## src/logic/iwt_consts.svh

```systemverilog
`ifndef IWT_CONSTS_SVH
`define IWT_CONSTS_SVH

// ============================================================
// target address and byte framing
`define IWT_TARGET_ADDR  7'h75
`define IWT_BITS_PER_BYTE 4'h8
`define IWT_DIR_WRITE    1'h0

// ============================================================
// reset values
`define IWT_PIN_IDLE     2'h3
`define IWT_SHIFT_RESET  8'h00
`define IWT_COUNT_RESET  4'h0

`endif

```

## src/logic/iwt_pkg.sv

```systemverilog
`default_nettype none

// ============================================================
// shared types of the write-only two-wire target
package iwt_pkg;

  // receive state machine
  typedef enum logic [2:0] {
    IWT_IDLE      = 3'h0,
    IWT_ADDR      = 3'h1,
    IWT_ADDR_ACK  = 3'h2,
    IWT_DATA      = 3'h3,
    IWT_DATA_ACK  = 3'h4,
    IWT_DATA_NACK = 3'h5,
    IWT_IGNORE    = 3'h6
  } iwt_state_e;

  // the two bus lines sampled together
  typedef struct packed {
    logic scl;
    logic sda;
  } iwt_pins_s;

  // one received byte on the user stream
  typedef struct packed {
    logic       first;
    logic [7:0] data;
  } iwt_word_s;

endpackage

`default_nettype wire

```

## src/logic/iwt_sync.sv

```systemverilog
`timescale 1ns/1ps
`include "iwt_consts.svh"
`default_nettype none

// ============================================================
// three-stage synchroniser with agreement filter for both lines
module iwt_sync (
  // clock and reset
  input  wire logic         clk,
  input  wire logic         rst_n,
  input  wire logic         ce,
  // raw pins and filtered result
  input  wire iwt_pkg::iwt_pins_s pins_in,
  output var  iwt_pkg::iwt_pins_s pins_out
);

  iwt_pkg::iwt_pins_s stage1;
  iwt_pkg::iwt_pins_s stage2;
  iwt_pkg::iwt_pins_s stage3;

  // shift chain; lines rest high
  always_ff @(posedge clk or negedge rst_n) begin
    if (!rst_n) begin
      stage1 <= `IWT_PIN_IDLE;
      stage2 <= `IWT_PIN_IDLE;
      stage3 <= `IWT_PIN_IDLE;
    end else if (ce) begin
      stage1 <= pins_in;
      stage2 <= stage1;
      stage3 <= stage2;
    end
  end

  // a line changes only once stages two and three agree
  always_ff @(posedge clk or negedge rst_n) begin
    if (!rst_n) begin
      pins_out <= `IWT_PIN_IDLE;
    end else if (ce) begin
      if (stage2.scl == stage3.scl) begin
        pins_out.scl <= stage3.scl;
      end
      if (stage2.sda == stage3.sda) begin
        pins_out.sda <= stage3.sda;
      end
    end
  end

endmodule

`default_nettype wire

```

## src/logic/iwt_buf.sv

```systemverilog
`timescale 1ns/1ps
`default_nettype none

// ============================================================
// two-entry buffer, output word held in a register
module iwt_buf (
  // clock and reset
  input  wire logic              clk,
  input  wire logic              rst_n,
  input  wire logic              ce,
  // filling side
  input  wire logic              in_valid,
  output logic                   in_ready,
  input  wire iwt_pkg::iwt_word_s in_word,
  // draining side
  output logic                   out_valid,
  input  wire logic              out_ready,
  output iwt_pkg::iwt_word_s     out_word
);

  iwt_pkg::iwt_word_s tail_word;
  logic               tail_valid;
  logic               push;
  logic               pop;

  // room exists while the second entry is free
  assign in_ready = !tail_valid;
  assign push     = in_valid && !tail_valid;
  assign pop      = out_valid && out_ready;

  // head entry is the output register
  always_ff @(posedge clk or negedge rst_n) begin
    if (!rst_n) begin
      out_valid <= 1'h0;
      out_word  <= '0;
    end else if (ce) begin
      if (!out_valid || pop) begin
        if (tail_valid) begin
          out_word  <= tail_word;
          out_valid <= 1'h1;
        end else begin
          out_word  <= in_word;
          out_valid <= push;
        end
      end
    end
  end

  // tail entry fills only while the head is held
  always_ff @(posedge clk or negedge rst_n) begin
    if (!rst_n) begin
      tail_valid <= 1'h0;
      tail_word  <= '0;
    end else if (ce) begin
      if (!out_valid || pop) begin
        tail_valid <= 1'h0;
      end else if (push) begin
        tail_word  <= in_word;
        tail_valid <= 1'h1;
      end
    end
  end

endmodule

`default_nettype wire

```

## src/logic/iwt_target.sv

```systemverilog
// How it works
// - bus idle: both lines released and resting high
// - data changes only while the clock line is low
// - data falling while clock high is a start; begin receiving
// - data rising while clock high is a stop; end the access
// - bytes of exactly eight bits precede each acknowledge slot
// - accept any number of bytes until a stop arrives; a byte that finds both buffer entries full is not acknowledged
// - acknowledge every accepted byte by pulling data low
// - pull data low right after the eighth clock falls
// - release data at the falling edge of the ninth clock
// - first byte holds seven address bits and a direction bit
// - address arrives MSB first; eighth bit low means write
// - writes only; a read never makes the device send data
// - respond only to target address 1110101
// - reset input low holds the device in reset
`timescale 1ns/1ps
`include "iwt_consts.svh"
`default_nettype none

module iwt_target (
  // clock, reset and enable
  input  wire logic              CLK,
  input  wire logic              RST_N,
  input  wire logic              CE,
  // serial bus lines
  input  wire logic              SCL_IN,
  input  wire logic              SERIAL_DATA_IN,
  output logic                   SDA_OUT,
  output logic                   SDA_OE,
  // received byte stream
  output logic                   RX_VALID,
  input  wire logic              RX_READY,
  output iwt_pkg::iwt_word_s     RX_WORD,
  // status
  output logic                   BUSY,
  output logic                   SELECTED
);

  // ============================================================
  // declarations

  iwt_pkg::iwt_pins_s raw_pins;
  iwt_pkg::iwt_pins_s pins;
  iwt_pkg::iwt_pins_s pins_d;
  iwt_pkg::iwt_state_e state;
  iwt_pkg::iwt_state_e next_state;
  iwt_pkg::iwt_word_s  push_word;

  logic [7:0] shift;
  logic [3:0] bit_count;
  logic       scl_rise;
  logic       scl_fall;
  logic       start_seen;
  logic       stop_seen;
  logic       byte_done;
  logic       first_pending;
  logic       push_valid;
  logic       buf_ready;

  // ============================================================
  // helper functions

  // address byte names this target and asks for a write
  function automatic logic addr_ok(input logic [7:0] b);
    addr_ok = (b[7:1] == `IWT_TARGET_ADDR)
           && (b[0] == `IWT_DIR_WRITE);
  endfunction

  // state in which the device drives the acknowledge
  function automatic logic is_ack(input iwt_pkg::iwt_state_e s);
    is_ack = (s == iwt_pkg::IWT_ADDR_ACK)
          || (s == iwt_pkg::IWT_DATA_ACK);
  endfunction

  // state in which bits are being shifted in
  function automatic logic is_shift(input iwt_pkg::iwt_state_e s);
    is_shift = (s == iwt_pkg::IWT_ADDR)
            || (s == iwt_pkg::IWT_DATA);
  endfunction

  // ============================================================
  // input sampling

  // both pins come from outside the clock domain
  assign raw_pins.scl = SCL_IN;
  assign raw_pins.sda = SERIAL_DATA_IN;

  iwt_sync u_sync (
    .clk      (CLK),
    .rst_n    (RST_N),
    .ce       (CE),
    .pins_in  (raw_pins),
    .pins_out (pins)
  );

  // previous filtered levels for edge finding
  always_ff @(posedge CLK or negedge RST_N) begin
    if (!RST_N) begin
      pins_d <= `IWT_PIN_IDLE;
    end else if (CE) begin
      pins_d <= pins;
    end
  end

  // ============================================================
  // bus event decode

  // clock edges of the serial line
  assign scl_rise = pins.scl && !pins_d.scl;
  assign scl_fall = !pins.scl && pins_d.scl;

  // data moving while clock stays high marks start or stop
  assign start_seen = pins.scl && pins_d.scl
                   && pins_d.sda && !pins.sda;
  assign stop_seen  = pins.scl && pins_d.scl
                   && !pins_d.sda && pins.sda;

  // falling edge that closes the eighth bit
  assign byte_done = scl_fall
                  && (bit_count == `IWT_BITS_PER_BYTE);

  // ============================================================
  // receive state machine

  // state register; reset pin forces idle
  always_ff @(posedge CLK or negedge RST_N) begin
    if (!RST_N) begin
      state <= iwt_pkg::IWT_IDLE;
    end else if (CE) begin
      state <= next_state;
    end
  end

  // next state from bus events
  always_comb begin
    next_state = state;
    if (start_seen) begin
      next_state = iwt_pkg::IWT_ADDR;
    end else if (stop_seen) begin
      next_state = iwt_pkg::IWT_IDLE;
    end else begin
      unique case (state)
        iwt_pkg::IWT_IDLE: begin
          next_state = iwt_pkg::IWT_IDLE;
        end
        iwt_pkg::IWT_ADDR: begin
          if (byte_done) begin
            if (addr_ok(shift)) begin
              next_state = iwt_pkg::IWT_ADDR_ACK;
            end else begin
              next_state = iwt_pkg::IWT_IGNORE;
            end
          end
        end
        iwt_pkg::IWT_ADDR_ACK: begin
          if (scl_fall) begin
            next_state = iwt_pkg::IWT_DATA;
          end
        end
        iwt_pkg::IWT_DATA: begin
          if (byte_done) begin
            if (buf_ready) begin
              next_state = iwt_pkg::IWT_DATA_ACK;
            end else begin
              next_state = iwt_pkg::IWT_DATA_NACK;
            end
          end
        end
        iwt_pkg::IWT_DATA_ACK: begin
          if (scl_fall) begin
            next_state = iwt_pkg::IWT_DATA;
          end
        end
        iwt_pkg::IWT_DATA_NACK: begin
          if (scl_fall) begin
            next_state = iwt_pkg::IWT_DATA;
          end
        end
        iwt_pkg::IWT_IGNORE: begin
          next_state = iwt_pkg::IWT_IGNORE;
        end
        default: begin
          next_state = iwt_pkg::IWT_IDLE;
        end
      endcase
    end
  end

  // ============================================================
  // bit shifting and counting

  // data sampled on each rising clock edge, MSB first
  always_ff @(posedge CLK or negedge RST_N) begin
    if (!RST_N) begin
      shift <= `IWT_SHIFT_RESET;
    end else if (CE) begin
      if (start_seen) begin
        shift <= `IWT_SHIFT_RESET;
      end else if (scl_rise && is_shift(state)
                   && bit_count < `IWT_BITS_PER_BYTE) begin
        shift <= {shift[6:0], pins.sda};
      end
    end
  end

  // counts bits of the current byte, cleared after the slot
  always_ff @(posedge CLK or negedge RST_N) begin
    if (!RST_N) begin
      bit_count <= `IWT_COUNT_RESET;
    end else if (CE) begin
      if (start_seen || stop_seen) begin
        bit_count <= `IWT_COUNT_RESET;
      end else if (scl_rise && is_shift(state)
                   && bit_count < `IWT_BITS_PER_BYTE) begin
        bit_count <= bit_count + 4'h1;
      end else if (scl_fall && (is_ack(state)
                   || state == iwt_pkg::IWT_DATA_NACK)) begin
        bit_count <= `IWT_COUNT_RESET;
      end
    end
  end

  // ============================================================
  // acknowledge driver

  // open drain: only ever pulls low
  always_ff @(posedge CLK or negedge RST_N) begin
    if (!RST_N) begin
      SDA_OUT <= 1'h0;
    end else if (CE) begin
      SDA_OUT <= 1'h0;
    end
  end

  // drive from eighth fall to ninth fall; changes follow scl low
  always_ff @(posedge CLK or negedge RST_N) begin
    if (!RST_N) begin
      SDA_OE <= 1'h0;
    end else if (CE) begin
      SDA_OE <= is_ack(next_state);
    end
  end

  // ============================================================
  // stream toward the user

  // marks the first data byte of each access
  always_ff @(posedge CLK or negedge RST_N) begin
    if (!RST_N) begin
      first_pending <= 1'h0;
    end else if (CE) begin
      if (start_seen) begin
        first_pending <= 1'h1;
      end else if (push_valid) begin
        first_pending <= 1'h0;
      end
    end
  end

  // one-cycle push of an acknowledged data byte
  always_ff @(posedge CLK or negedge RST_N) begin
    if (!RST_N) begin
      push_valid <= 1'h0;
      push_word  <= '0;
    end else if (CE) begin
      push_valid <= (state == iwt_pkg::IWT_DATA) && byte_done
                 && buf_ready && !start_seen && !stop_seen;
      push_word.first <= first_pending;
      push_word.data  <= shift;
    end
  end

  // room can only grow between decision and push
  iwt_buf u_buf (
    .clk       (CLK),
    .rst_n     (RST_N),
    .ce        (CE),
    .in_valid  (push_valid),
    .in_ready  (buf_ready),
    .in_word   (push_word),
    .out_valid (RX_VALID),
    .out_ready (RX_READY),
    .out_word  (RX_WORD)
  );

  // ============================================================
  // status outputs

  // access in progress between start and stop
  always_ff @(posedge CLK or negedge RST_N) begin
    if (!RST_N) begin
      BUSY <= 1'h0;
    end else if (CE) begin
      BUSY <= (next_state != iwt_pkg::IWT_IDLE);
    end
  end

  // address accepted for the current access
  always_ff @(posedge CLK or negedge RST_N) begin
    if (!RST_N) begin
      SELECTED <= 1'h0;
    end else if (CE) begin
      SELECTED <= (next_state != iwt_pkg::IWT_IDLE)
               && (next_state != iwt_pkg::IWT_ADDR)
               && (next_state != iwt_pkg::IWT_IGNORE);
    end
  end

endmodule

`default_nettype wire

```

## config.mk

```make
export PLATFORM = sky130hd
export DESIGN_NAME = iwt_target
export DESIGN_NICKNAME = d
export VERILOG_FILES = /design/src/logic/iwt_pkg.sv /design/src/logic/iwt_sync.sv /design/src/logic/iwt_buf.sv /design/src/logic/iwt_target.sv
export VERILOG_INCLUDE_DIRS = /design/src /design/src/logic
export SDC_FILE = /design/constraint.sdc
export NUM_CORES = 1
export LEC_CHECK = 0
export BUFFER_PORTS_ARGS = -buffer_cell sky130_fd_sc_hd__buf_2
export CORE_MARGIN = 1
export CORE_UTILIZATION = 32
export CTS_BUF_LIST = sky130_fd_sc_hd__clkbuf_2 sky130_fd_sc_hd__clkbuf_4 sky130_fd_sc_hd__clkbuf_8
export DETAILED_ROUTE_END_ITERATION = 10
export PLACE_DENSITY_LB_ADDON = 0.15
export SYNTH_ARGS = -nofsm -noshare
export SYNTH_HDL_FRONTEND = slang
export SYNTH_SLANG_ARGS = --single-unit
```

## constraint.sdc

```tcl
create_clock -name CLK -period 2.34 [get_ports CLK]
set_clock_uncertainty 0.2 [all_clocks]
set_input_delay 0.585 -clock CLK [delete_from_list [all_inputs] [get_ports CLK]]
set_output_delay 0.585 -clock CLK [all_outputs]
set_load 0.02 [all_outputs]
```

==> After elaboration in Yosys (flattened, before gate mapping) <==
Index checks and enable logic that the tools add are counted.
{ "word_totals": {"inputBits": 6, "register_bits": 59} }
{ "op_classes": {"n_eq_ne": 14, "addsub": 1, "magnitude_cmp": 1, "n_bitwise": 2, "n_mux": 19, "n_reduce_logical": 48} }
{ "op_table": {"columns": ["operator", "count"], "rows": [
  ["logical AND 1 bit", 20],
  ["two-way mux 3 bit", 6],
  ["two-way mux 8 bit", 2],
  ["AND reduction 2 bit", 7],
  ["equality test 3 bit (second input constant)", 4],
  ["two-way mux 4 bit", 3],
  ["one-hot mux 3 bit (4 select lines)", 1],
  ["equality test 3 x 2 -> 1 bit (second input constant)", 3],
  ["two-way mux 9 bit", 1],
  ["zero test 1 bit", 8],
  ["equality test 7 bit (second input constant)", 1],
  ["logical OR 1 bit", 6],
  ["two-way mux 1 bit", 6],
  ["nonzero test 2 bit", 3],
  ["nonzero test 3 bit", 2],
  ["adder 4 x 1 -> 4 bit (second input constant)", 1],
  ["equality test 4 bit (second input constant)", 1],
  ["less-than comparator 4 bit (second input constant)", 1],
  ["equality test 3 x 1 -> 1 bit (second input constant)", 1],
  ["!= test 3 x 1 -> 1 bit (second input constant)", 1],
  ["!= test 3 bit (second input constant)", 1],
  ["AND reduction 3 bit", 1],
  ["OR reduction 3 bit", 1],
  ["equality test 1 bit", 2],
  ["inverter 1 bit", 2]
]} }

==> Logic depth before layout (Yosys ltp) <==
Gate-level depths: netlist of run 1.
{ "depth": {"ltp_word": 10, "depth_mapped": 7, "mapped_depth_nobuf": 7} }

==> By module <==
Synthesis of run 1 repeated with hierarchy kept, for this count alone.
{ "hier_totals": {"cells_unflattened": 221, "area_unflattened_um2": 2668.8} }
{ "by_module_without_submodules": {"columns": ["module", "area_each_um2", "cells_per_inst", "instances"], "rows": [
  ["iwt_target", 1470.2, 131, 1],
  ["iwt_buf", 864.6, 69, 1],
  ["iwt_sync", 334.1, 21, 1]
]} }

==> Least setup slack after synthesis of run 1 <==
OpenSTA, ideal clock, no wires.
{ "synth_timing": {"path_type": "register to register", "startpoint": "register bit_count[0]", "endpoint": "register SDA_OE", "path_stages_with_launch": 8, "setup_ps": 124, "slack_ps": 432, "n_path_buf": 0, "arrival_ps": 1584, "cell_sequence": "dfrtp_1 inv_1 ha_1 nand4b_1 a211o_1 a21oi_1 nor3_1 a211o_1"} }
{ "synth_between": {"elab_chain_cells": 8, "word_cells_on_any_way": 10} }
{ "synth_lines": {"columns": ["item", "line_no", "text"], "rows": [
  ["from (decl)", "iwt_target.sv:50", "logic [3:0] bit_count;"],
  ["from (signal assigned)", "iwt_target.sv:209", "bit_count <= `IWT_COUNT_RESET;"],
  ["from (signal assigned)", "iwt_target.sv:212", "bit_count <= `IWT_COUNT_RESET;"],
  ["from (signal assigned)", "iwt_target.sv:215", "bit_count <= bit_count + 4'h1;"],
  ["equality test 4 bit (no line) (*)", null, null],
  ["logical AND 1 bit (*)", "iwt_target.sv:119", "assign byte_done = scl_fall"],
  ["two-way mux 3 bit (on tied branches)", "iwt_target.sv:161, iwt_target.sv:147", null],
  ["one-hot mux 3 bit (4 select lines) (*)", "iwt_target.sv:142", "unique case (state)"],
  ["two-way mux 3 bit (*)", "iwt_target.sv:139", "end else if (stop_seen) begin"],
  ["two-way mux 3 bit (*)", "iwt_target.sv:137", "if (start_seen) begin"],
  ["equality test 3 x 2 -> 1 bit / equality test 3 bit (equally long branches)", "iwt_target.sv:71, iwt_target.sv:72", null],
  ["logical OR 1 bit (*)", "iwt_target.sv:72", "|| (s == iwt_pkg::IWT_DATA_ACK);"],
  ["to (signal assigned)", "iwt_target.sv:240", "SDA_OE <= is_ack(next_state);"],
  ["to (decl)", "iwt_target.sv:29", "output logic SDA_OE,"]
]} }
Every way passes the cells marked *; elsewhere a longest branch is shown, timed or not.
A chain may end at the register's enable or synchronous reset.

==> Worst setup path after layout of run 1 <==
Same ends and word-level chain as after synthesis.

==> flow_metrics.tcl, run 1 <==
set metrics [dict create \
    cts_tree "yes" \
    synth-seq-cells 59 \
    die_h_um 93.3 \
    routedWlPerCell_um 13.9 \
    drv_slew 0 \
    vias 1767 \
    initial_core_util_pct 33.8 \
    cp.arrival_ns 2.14 \
    yosys.area.top_type "dfrtp_1" \
    syn_nets 237 \
    fin_tns_setup_ns 0 \
    netlist.area_leader.share_pct 46.0 \
    grt_start_max_net_pins 60 \
    max_freq_mhz 471 \
    worst_setup_path_end_kind "flip-flop" \
    clk_pin_slew_ns 0.07 \
    min_period_over_period_pct 90.6 \
    ir_worst_vdd_mv 0.370 \
    drt_pass1_iterations 4 \
    drive_above_1_share_pct 32.0 \
    ys_warn_count 0 \
    final_cell_mix "49 x dfrtp_1, 25 x mux2_2, 22 x o21ai_0" \
    synth-edff-count 0 \
    fp-row-count 32 \
    multi_input_area_um2 1080 \
    cp.required_ns 2.36 \
    clock_path_buffers 2 \
    hp-class "in -> async" \
    status "complete, no violations" \
    hold_violations 0 \
    cts_max_level 3 \
    die-area_um2 8700 \
    place_area_um2 2900 \
    clk_latency_ns 0.33 \
    antenna_left 0 \
    layout_commonest_cell "dfrtp_1" \
    p_leak_nw 1.38 \
    io_buffer_count 18 \
    cts-root-buf "clkbuf_8" \
    power_density_nw_per_um2 934 \
    drc 0 \
    routed_wl_um 5020 \
    ys_seq_area_share_pct 55.8 \
    viasPerCell 4.89 \
    cts_resized 0 \
    cts_hold_buf 0 \
    post-cts-setup-buffers 0 \
    grt_pass1_vias 1729 \
    critPathMaxFanout 5 \
    grt_pass1_wl_um 8800 \
    core_um2 7890 \
    slew_headroom_pct 64.1 \
    synth_top_flop_cell "dfrtp_1" \
    cts.sinks 59 \
    netlist_area_um2 2670 \
    grt_usage_pct 13.4 \
    hpwl_um 3380 \
    cts_made_buffers 9 \
    synth_cell_type_count 45 \
    overflow 0 \
    rsz0062_at_grt "no" \
    avgSynthCellArea_um2 11.6 \
    setup_violations 0 \
    seq_area_um2 1490 \
    area_growth_pct 15.9 \
    design_area_um2 3090 \
    fillers 785 \
    antenna_found_initial 0 \
    ys_async_sr_fraction_pct 100 \
    dieWidth_um 93.3 \
    diodes 0 \
    netlist_top_cells_area "dfrtp_1 46%, mux2_2 11%, dfstp_2 9.9%" \
    period_minus_slack_ns 2.12 \
    path_class "reg -> reg" \
    gp_congestion 0.840 \
    num_io_pins 20 \
    tightest_slew_ns 0.533 \
    fin_nets 262 \
    cp-start-kind "flip-flop" \
    dr.first_iter.drc_count 125 \
    maxCapViolCount 0 \
    synthCells 229 \
]
## area by class of cell
type | count | share of cell area, %
Multi-Input combinational cell | 149 | 35.1
Clock buffer | 9 | 4.01
Sequential cell | 59 | 48.2
Inverter | 9 | 1.09
Tap cell | 102 | 4.13
Clock inverter | 7 | 2.23
Timing Repair Buffer | 26 | 5.26
## routing by layer
layer | up-vias | routed length [um] | global-route usage [%] | share of wire (%)
met5 | - | 0 | 0 | 0
met4 | 0 | 53 | 6.54 | 1.1
met3 | 4 | 183 | 3.90 | 3.6
met2 | 30 | 2190 | 18.2 | 44
met1 | 861 | 2590 | 19.3 | 52
li1 | 872 | - | - | -
## power breakdown
part	total (mW)	internal, mW	switching, mW
clock	0.901	0.487	0.414
sequential	1.37	1.22	0.154
combinational	0.615	0.280	0.335
## state kept, by name (all words and copies together) (netlist names), 2 cells and up
signal	flops
shift	8
u_buf.tail_word	9
bit_count	4
u_sync.stage1	2
u_sync.pins_out	2
state	3
push_word	9
pins_d	2
u_buf.out_word	9
u_sync.stage3	2
u_sync.stage2	2
## cells by family after synthesis
| logic type | share of synthesized area [%] |
|---|---|
| xor gates and xnor gates | 0.329 |
| adders and majority gates | 0.938 |
| buffers and inverters | 3.47 |
| other | 0.141 |
| DFF | 55.8 |
| muxes | 14.3 |
| and+or+nand+nor | 12.2 |
| AOI/OAI and AO/OA | 12.7 |
## per-stage QoR
stage	utilization [%]	hold WS [ns]	setup WS, ns	cells	power, mW
after floorplan	-	0.0894	0.432	229	1.82
after global placement	36.7	0.256	0.282	345	2.01
after detailed placement	36.7	0.267	0.230	345	2.01
after CTS	39.2	0.0504	0.209	361	2.93
after global routing	39.2	0.0587	0.000789	361	3.09
final	39.2	0.0532	0.219	361	2.89
## synthesized netlist by cell type (2+ instances only)
library cell,n
a22o_1,10
dfstp_2,10
ha_1,2
nand2b_1,5
buf_2,5
nor3b_1,2
nor4b_1,2
clkbuf_1,5
nand2_1,20
nand3_1,3
a211o_1,2
o21ai_0,22
mux2_2,25
nand4b_1,2
a21oi_1,6
nand4_1,2
nor2_1,5
mux2i_1,10
dfrtp_1,49
nor2b_1,2
inv_1,9
nor3_1,6
o22ai_1,2
buf_4,2
## critical path: stages, from the launching register on
cell      delay [ns]
dfrtp_1         0.40
inv_1           0.09
ha_1            0.17
nand4b_1        0.24
nor3_1          0.28
a22oi_1         0.19
nor3b_1         0.18
a211o_1         0.26
## path summary, 6_finish.rpt
check	slack, ns	start	end	cells after the start
worst max-delay path	0.22	bit_count[0]	SDA_OE	7
worst min-delay path	0.05	RST_N	state[0]	2
worst max register to register	0.22	bit_count[0]	SDA_OE	7
worst min register to register	0.27	u_buf.out_word[6]	u_buf.out_word[6]	2
max in group asynchronous	1.59	RST_N	u_sync.stage2[1]	2
min in group CLK	0.27	u_buf.out_word[6]	u_buf.out_word[6]	2
Power figures use the tool's default switching activity.
==> run 2: changes to the inputs <==
Settings changed: SYNTH_HIERARCHICAL set to 1.
==> flow_metrics.tcl, run 2 <==
set metrics [dict create \
    cts_tree "yes" \
    r2r-start "bit_count[0]" \
    num_io_pins 20 \
    netlist_top_cells_area "dfrtp_1 46%, mux2_2 11%, dfstp_2 9.8%" \
    grt_start_max_net_pins 33 \
    hold_violations 0 \
    max_stage_delay_ns 0.38 \
    multi_input_area_um2 1080 \
    yosys-top-cells-count "49 x dfrtp_1, 26 x mux2_2, 14 x a21oi_1, 13 x a22o_1, 11 x nor2_1" \
    cts_max_level 3 \
    synth-seq-cells 59 \
    grt_usage_pct 13.5 \
    synth_top_flop_cell "dfrtp_1" \
    drc 0 \
    cp.required_ns 2.39 \
    pwr-share-comb_pct 24.8 \
    cts.sinks 59 \
    drive_above_1_share_pct 34.3 \
    clock_path_buffers 2 \
    tightest_slew_ns 0.630 \
    fin_util_pct 39.6 \
    initial_core_util_pct 33.8 \
    p_clk_share_pct 29.4 \
    netlist_area_um2 2670 \
    layout_commonest_cell "dfrtp_1" \
    fp-row-count 32 \
    fin_tns_setup_ns 0 \
    antenna_left 0 \
    clk_latency_ns 0.34 \
    cpMaxStageDelayCell "dfrtp_1" \
    overflow 0 \
    setup.worst_path.start "bit_count[0]" \
    die-area_um2 8710 \
    cts_made_buffers 9 \
    area_growth_pct 16.9 \
    drv_slew 0 \
    netlist.area_leader.share_pct 45.9 \
    dieWidth_um 93.3 \
    p_sw_share_pct 31.6 \
    pwr-share-seq_pct 45.8 \
    slew_headroom_pct 57.6 \
    synth-edff-count 0 \
    r2r_slack_ns 0.23 \
    ff2ff_path_depth 7 \
    worst_setup_path_end_kind "flip-flop" \
    path_cells "inv_1, ha_1, and3b_1, nor4b_1, or3_1, a22o_1, a41oi_1" \
    p_sw_mw 1.01 \
    synthCells 221 \
    power_density_nw_per_um2 1030 \
    grt_pass1_wl_um 8920 \
    synth_cell_type_count 46 \
    yosys.area.top_type "dfrtp_1" \
    antenna_found_initial 0 \
    vias 1789 \
    final.setup.worst_slack_ns 0.230 \
    routedWlPerCell_um 14.1 \
    max_freq_mhz 474 \
    cts_resized 0 \
    critPathMaxFanout 4 \
    reg.largest.list "push_word x9, u_buf/out_word x9, u_buf/tail_word x9" \
    grt_pass1_vias 1806 \
    rsz0062_at_grt "no" \
    place_ws_ns 0.237 \
    cts-root-buf "clkbuf_8" \
    maxCapViolCount 0 \
    p_int_mw 2.20 \
    cp.arrival_ns 2.16 \
    ir_worst_vdd_mv 0.325 \
    final_cell_mix "49 x dfrtp_1, 26 x mux2_2, 18 x buf_2" \
    viasPerCell 5.03 \
    yosysMostFrequentCell "dfrtp_1" \
    seq_area_um2 1490 \
    path_class "reg -> reg" \
    fillers 753 \
    cp-start-kind "flip-flop" \
    ys_async_sr_fraction_pct 100 \
    avgSynthCellArea_um2 12.1 \
    die_h_um 93.3 \
    min_period_over_period_pct 90.2 \
    hpwl_um 3470 \
    reg2reg_to "BUSY" \
    p_leak_nw 1.38 \
    min_path_cells 2 \
    hold_end "u_sync/stage1[1]" \
    fin_nets 257 \
    core_um2 7890 \
    clk_pin_slew_ns 0.07 \
    ys_warn_count 6 \
    syn_nets 229 \
    hp-class "in -> reg" \
    gp_congestion 0.865 \
    routed_wl_um 5020 \
    status "complete, no violations" \
    diodes 0 \
    ys_seq_area_share_pct 55.8 \
    setup_violations 0 \
    period_minus_slack_ns 2.11 \
    drt_pass1_iterations 4 \
    dr.first_iter.drc_count 90 \
    io_buffer_count 18 \
    min-delay-start "SCL_IN" \
]
[run 2: cell types whose count changed after synthesis, sizes merged, moves of 5 or more]
cell,delta
o21ai,-17
nand2,-11
a31oi,+9
a21oi,+8
nor2,+6
nor3,-5
[run 2: repair_timing]
item,CTS,global route
hold endpoints to repair,2,0
hold buffers,1,0
buffers inserted,0,0
[run 2: cell type report]
| type | count | area share (%) |
|---|---|---|
| clock buffers | 12 | 4.89 |
| clock inverters | 4 | 1.56 |
| inverters | 8 | 0.962 |
| multi-input cells | 142 | 34.8 |
| flip-flops and latches | 59 | 47.7 |
| well taps | 102 | 4.09 |
| repair buffers | 29 | 6.01 |
[run 2: metal layers]
metal	vias to the layer above	track usage, %	wire length (um)
li1	860	-	-
met1	889	18.7	2550
met2	31	19.0	2190
met3	9	3.09	161
met4	0	8.08	114
met5	-	0	0
[run 2: worst max path at each step]
stage / endpoint / slack [ns] / depth (start not counted)
6_report: BUSY / 0.23 / 7
3_5_place_dp: BUSY / 0.24 / 7
5_1_grt: BUSY / 0.13 / 7
3_3_place_gp: BUSY / 0.29 / 7
2_1_floorplan: BUSY / 0.32 / 7
4_1_cts: BUSY / 0.24 / 7
[run 2: power by group through the flow]
stage	clock network, mW	registers, mW	logic (mW)
global route	1.03	1.51	0.886
global placement	0	1.49	0.800
finish	0.946	1.47	0.796
detailed placement	0	1.49	0.802
CTS	0.975	1.47	0.806
floorplan	0	1.51	0.525
[run 2: cells by family (layout without fill, tap and decap cells)]
kind of cell             count (synthesis)  in the layout  synth area share, %
AO/OA/AOI/OAI                           56             56                 14.3
XOR/XNOR                                 2              2                0.656
adder cells (fa/ha/maj)                  2              2                0.937
buffers and inverters                   20             53                 3.56
flip-flops                              59             59                 55.8
multiplexers                            36             36                 14.7
other                                    1              1                0.141
AND/OR/NAND/NOR                         45             45                 9.89
[run 2: critical path, delay by kind of cell, from the launching register on]
kind	cells	cell delay, ns
buf+inv	1	0.08
flops	1	0.38
compound gates	2	0.42
fa+ha+maj	1	0.19
simple gates	3	0.77
[run 2: stage by stage]
step	instances	area, um^2	hold slack (ns)	total power, mW
floorplan	221	2670	0.0894	2.03
global placement	339	2910	0.281	2.29
detailed placement	339	2910	0.284	2.29
CTS	356	3120	0.262	3.25
global route	356	3120	0.274	3.43
finish	356	3120	0.281	3.21
==> run 3: changes to the inputs <==
Settings changed: SETUP_SLACK_MARGIN set to 0.4.
Clock period 2.34 ns to 1.7 ns, I/O delays scaled along.
==> flow_metrics.tcl, run 3 (synthesis gave the netlist of run 2 again) <==
set metrics [dict create \
    violations "negative setup slack" \
    grt_pass1_vias 1935 \
    min_period_over_period_pct 114 \
    hp-class "in -> reg" \
    cts-root-buf "clkbuf_8" \
    crit_buf_inv 1 \
    power_density_nw_per_um2 1390 \
    hpwl_um 3550 \
    power_mw 5.61 \
    placed_cells 368 \
    cp-start-kind "flip-flop" \
    initial_core_util_pct 33.8 \
    rsz0062_at_grt "yes" \
    cts_max_level 3 \
    layout_commonest_cell "dfrtp_1" \
    dieWidth_um 93.3 \
    path_class "reg -> reg" \
    drive_above_1_share_pct 57.7 \
    fin_cells 409 \
    final_cell_mix "45 x dfrtp_1, 40 x buf_4, 28 x buf_6" \
    die-area_um2 8710 \
    fp-row-count 32 \
    drt_pass1_iterations 4 \
    grt_usage_pct 14.6 \
    viasPerCell 4.86 \
    final.setup.worst_slack_ns -0.231 \
    diodes 0 \
    ir_worst_vdd_mv 0.861 \
    clock_path_buffers 2 \
    die_h_um 93.3 \
    worst_setup_path_end_kind "flip-flop" \
    max_stage_delay_ns 0.37 \
    design_area_um2 4040 \
    core_um2 7890 \
    num_io_pins 20 \
    place_area_um2 3240 \
    max_freq_mhz 518 \
    hold_violations 0 \
    fillers 705 \
    clk_pin_slew_ns 0.07 \
    clk_latency_ns 0.34 \
    status "finished with violations" \
    dr.first_iter.drc_count 51 \
    cts.sinks 59 \
    overflow 0 \
    antenna_left 0 \
    cts_made_buffers 9 \
    fin_nets 310 \
    cts_tree "yes" \
    setup_violations 10 \
    vias 1987 \
    routed_wl_um 5890 \
    drc 0 \
    path_cells "inv_2, ha_4, and3b_2, nor4b_4, or3_1, a22o_1, a41oi_2" \
    maxCapViolCount 0 \
    gp_congestion 0.802 \
    area_growth_pct 51.2 \
    p_leak_nw 1.78 \
    grt_pass1_wl_um 9680 \
    hold_ws_ns 0.116 \
    cp.arrival_ns 1.99 \
    critPathMaxFanout 4 \
    grt_start_max_net_pins 60 \
    antenna_found_initial 0 \
    cp.required_ns 1.76 \
    reg.largest.list "push_word x9, u_buf/out_word x9, u_buf/tail_word x9" \
    critical_path.top_delay_family "simple AND/OR/NAND/NOR gates" \
    drv_slew 0 \
    cpMaxStageDelayCell "dfrtp_1" \
    period_minus_slack_ns 1.93 \
    routedWlPerCell_um 14.4 \
    io_buffer_count 18 \
]
run 3: area by class of cell:
| cell class | count | area (um^2) | share of cell area [%] |
|---|---|---|---|
| repair buffers | 82 | 808 | 20.0 |
| inverters | 8 | 30.0 | 0.744 |
| well taps | 102 | 128 | 3.16 |
| clock inverters | 6 | 90.1 | 2.23 |
| multi-input cells | 142 | 1360 | 33.6 |
| flip-flops and latches | 59 | 1490 | 37.0 |
| clock buffers | 10 | 131 | 3.25 |
run 3: through the flow:
| step | TNS [ns] | setup slack, ns | util, % |
|---|---|---|---|
| floorplan | -0.487 | -0.162 | - |
| global placement | -1.18 | -0.191 | 41.0 |
| detailed placement | -1.34 | -0.221 | 41.0 |
| CTS | -1.17 | -0.234 | 48.4 |
| global route | -1.97 | -0.297 | 51.2 |
| finish | -1.24 | -0.231 | 51.2 |
run 3: worst register-to-register path, delay by kind of cell, from the launching register on:
| family | cells | cell delay, ns |
|---|---|---|
| simple gates | 3 | 0.67 |
| compound gates | 2 | 0.41 |
| flops | 1 | 0.37 |
| buf+inv | 1 | 0.06 |
| fa+ha+maj | 1 | 0.14 |
run 3: path summary, 6_finish.rpt:
path / startpoint / endpoint / slack (ns) / depth (start not counted)
min reg2reg: first_pending / first_pending / 0.31 / 1
max reg2reg: bit_count[0] / BUSY / -0.23 / 7
min in group asynchronous: RST_N / u_buf/out_word[8] / 0.40 / 3
max in group asynchronous: RST_N / u_sync/pins_out[0] / 0.57 / 3
min: SCL_IN / u_sync/stage1[1] / 0.12 / 2
max: bit_count[0] / BUSY / -0.23 / 7
run 3: per-layer routing:
layer	global-route usage, %	wire length, um	vias up
met4	5.77	68	0
met3	4.15	180	7
met1	19.2	2690	969
met2	22.7	2950	38
li1	-	-	973
met5	0	0	-
run 3: what timing repair did:
| action | in CTS | in global routing |
|---|---|---|
| setup endpoints to repair | 43 | 47 |
| buffers inserted | 14 | 8 |
| gates resized for setup | 64 | 30 |
| cloned | 1 | 1 |
| hold buffers | 1 | 0 |
| pin swaps | 16 | 16 |
| endpoints found under the hold margin | 49 | 0 |
run 3: power by group:
group / total [mW] / internal, mW / switching, mW
registers: 2.05 / 1.76 / 0.288
logic: 2.15 / 1.23 / 0.920
clock network: 1.41 / 0.843 / 0.565
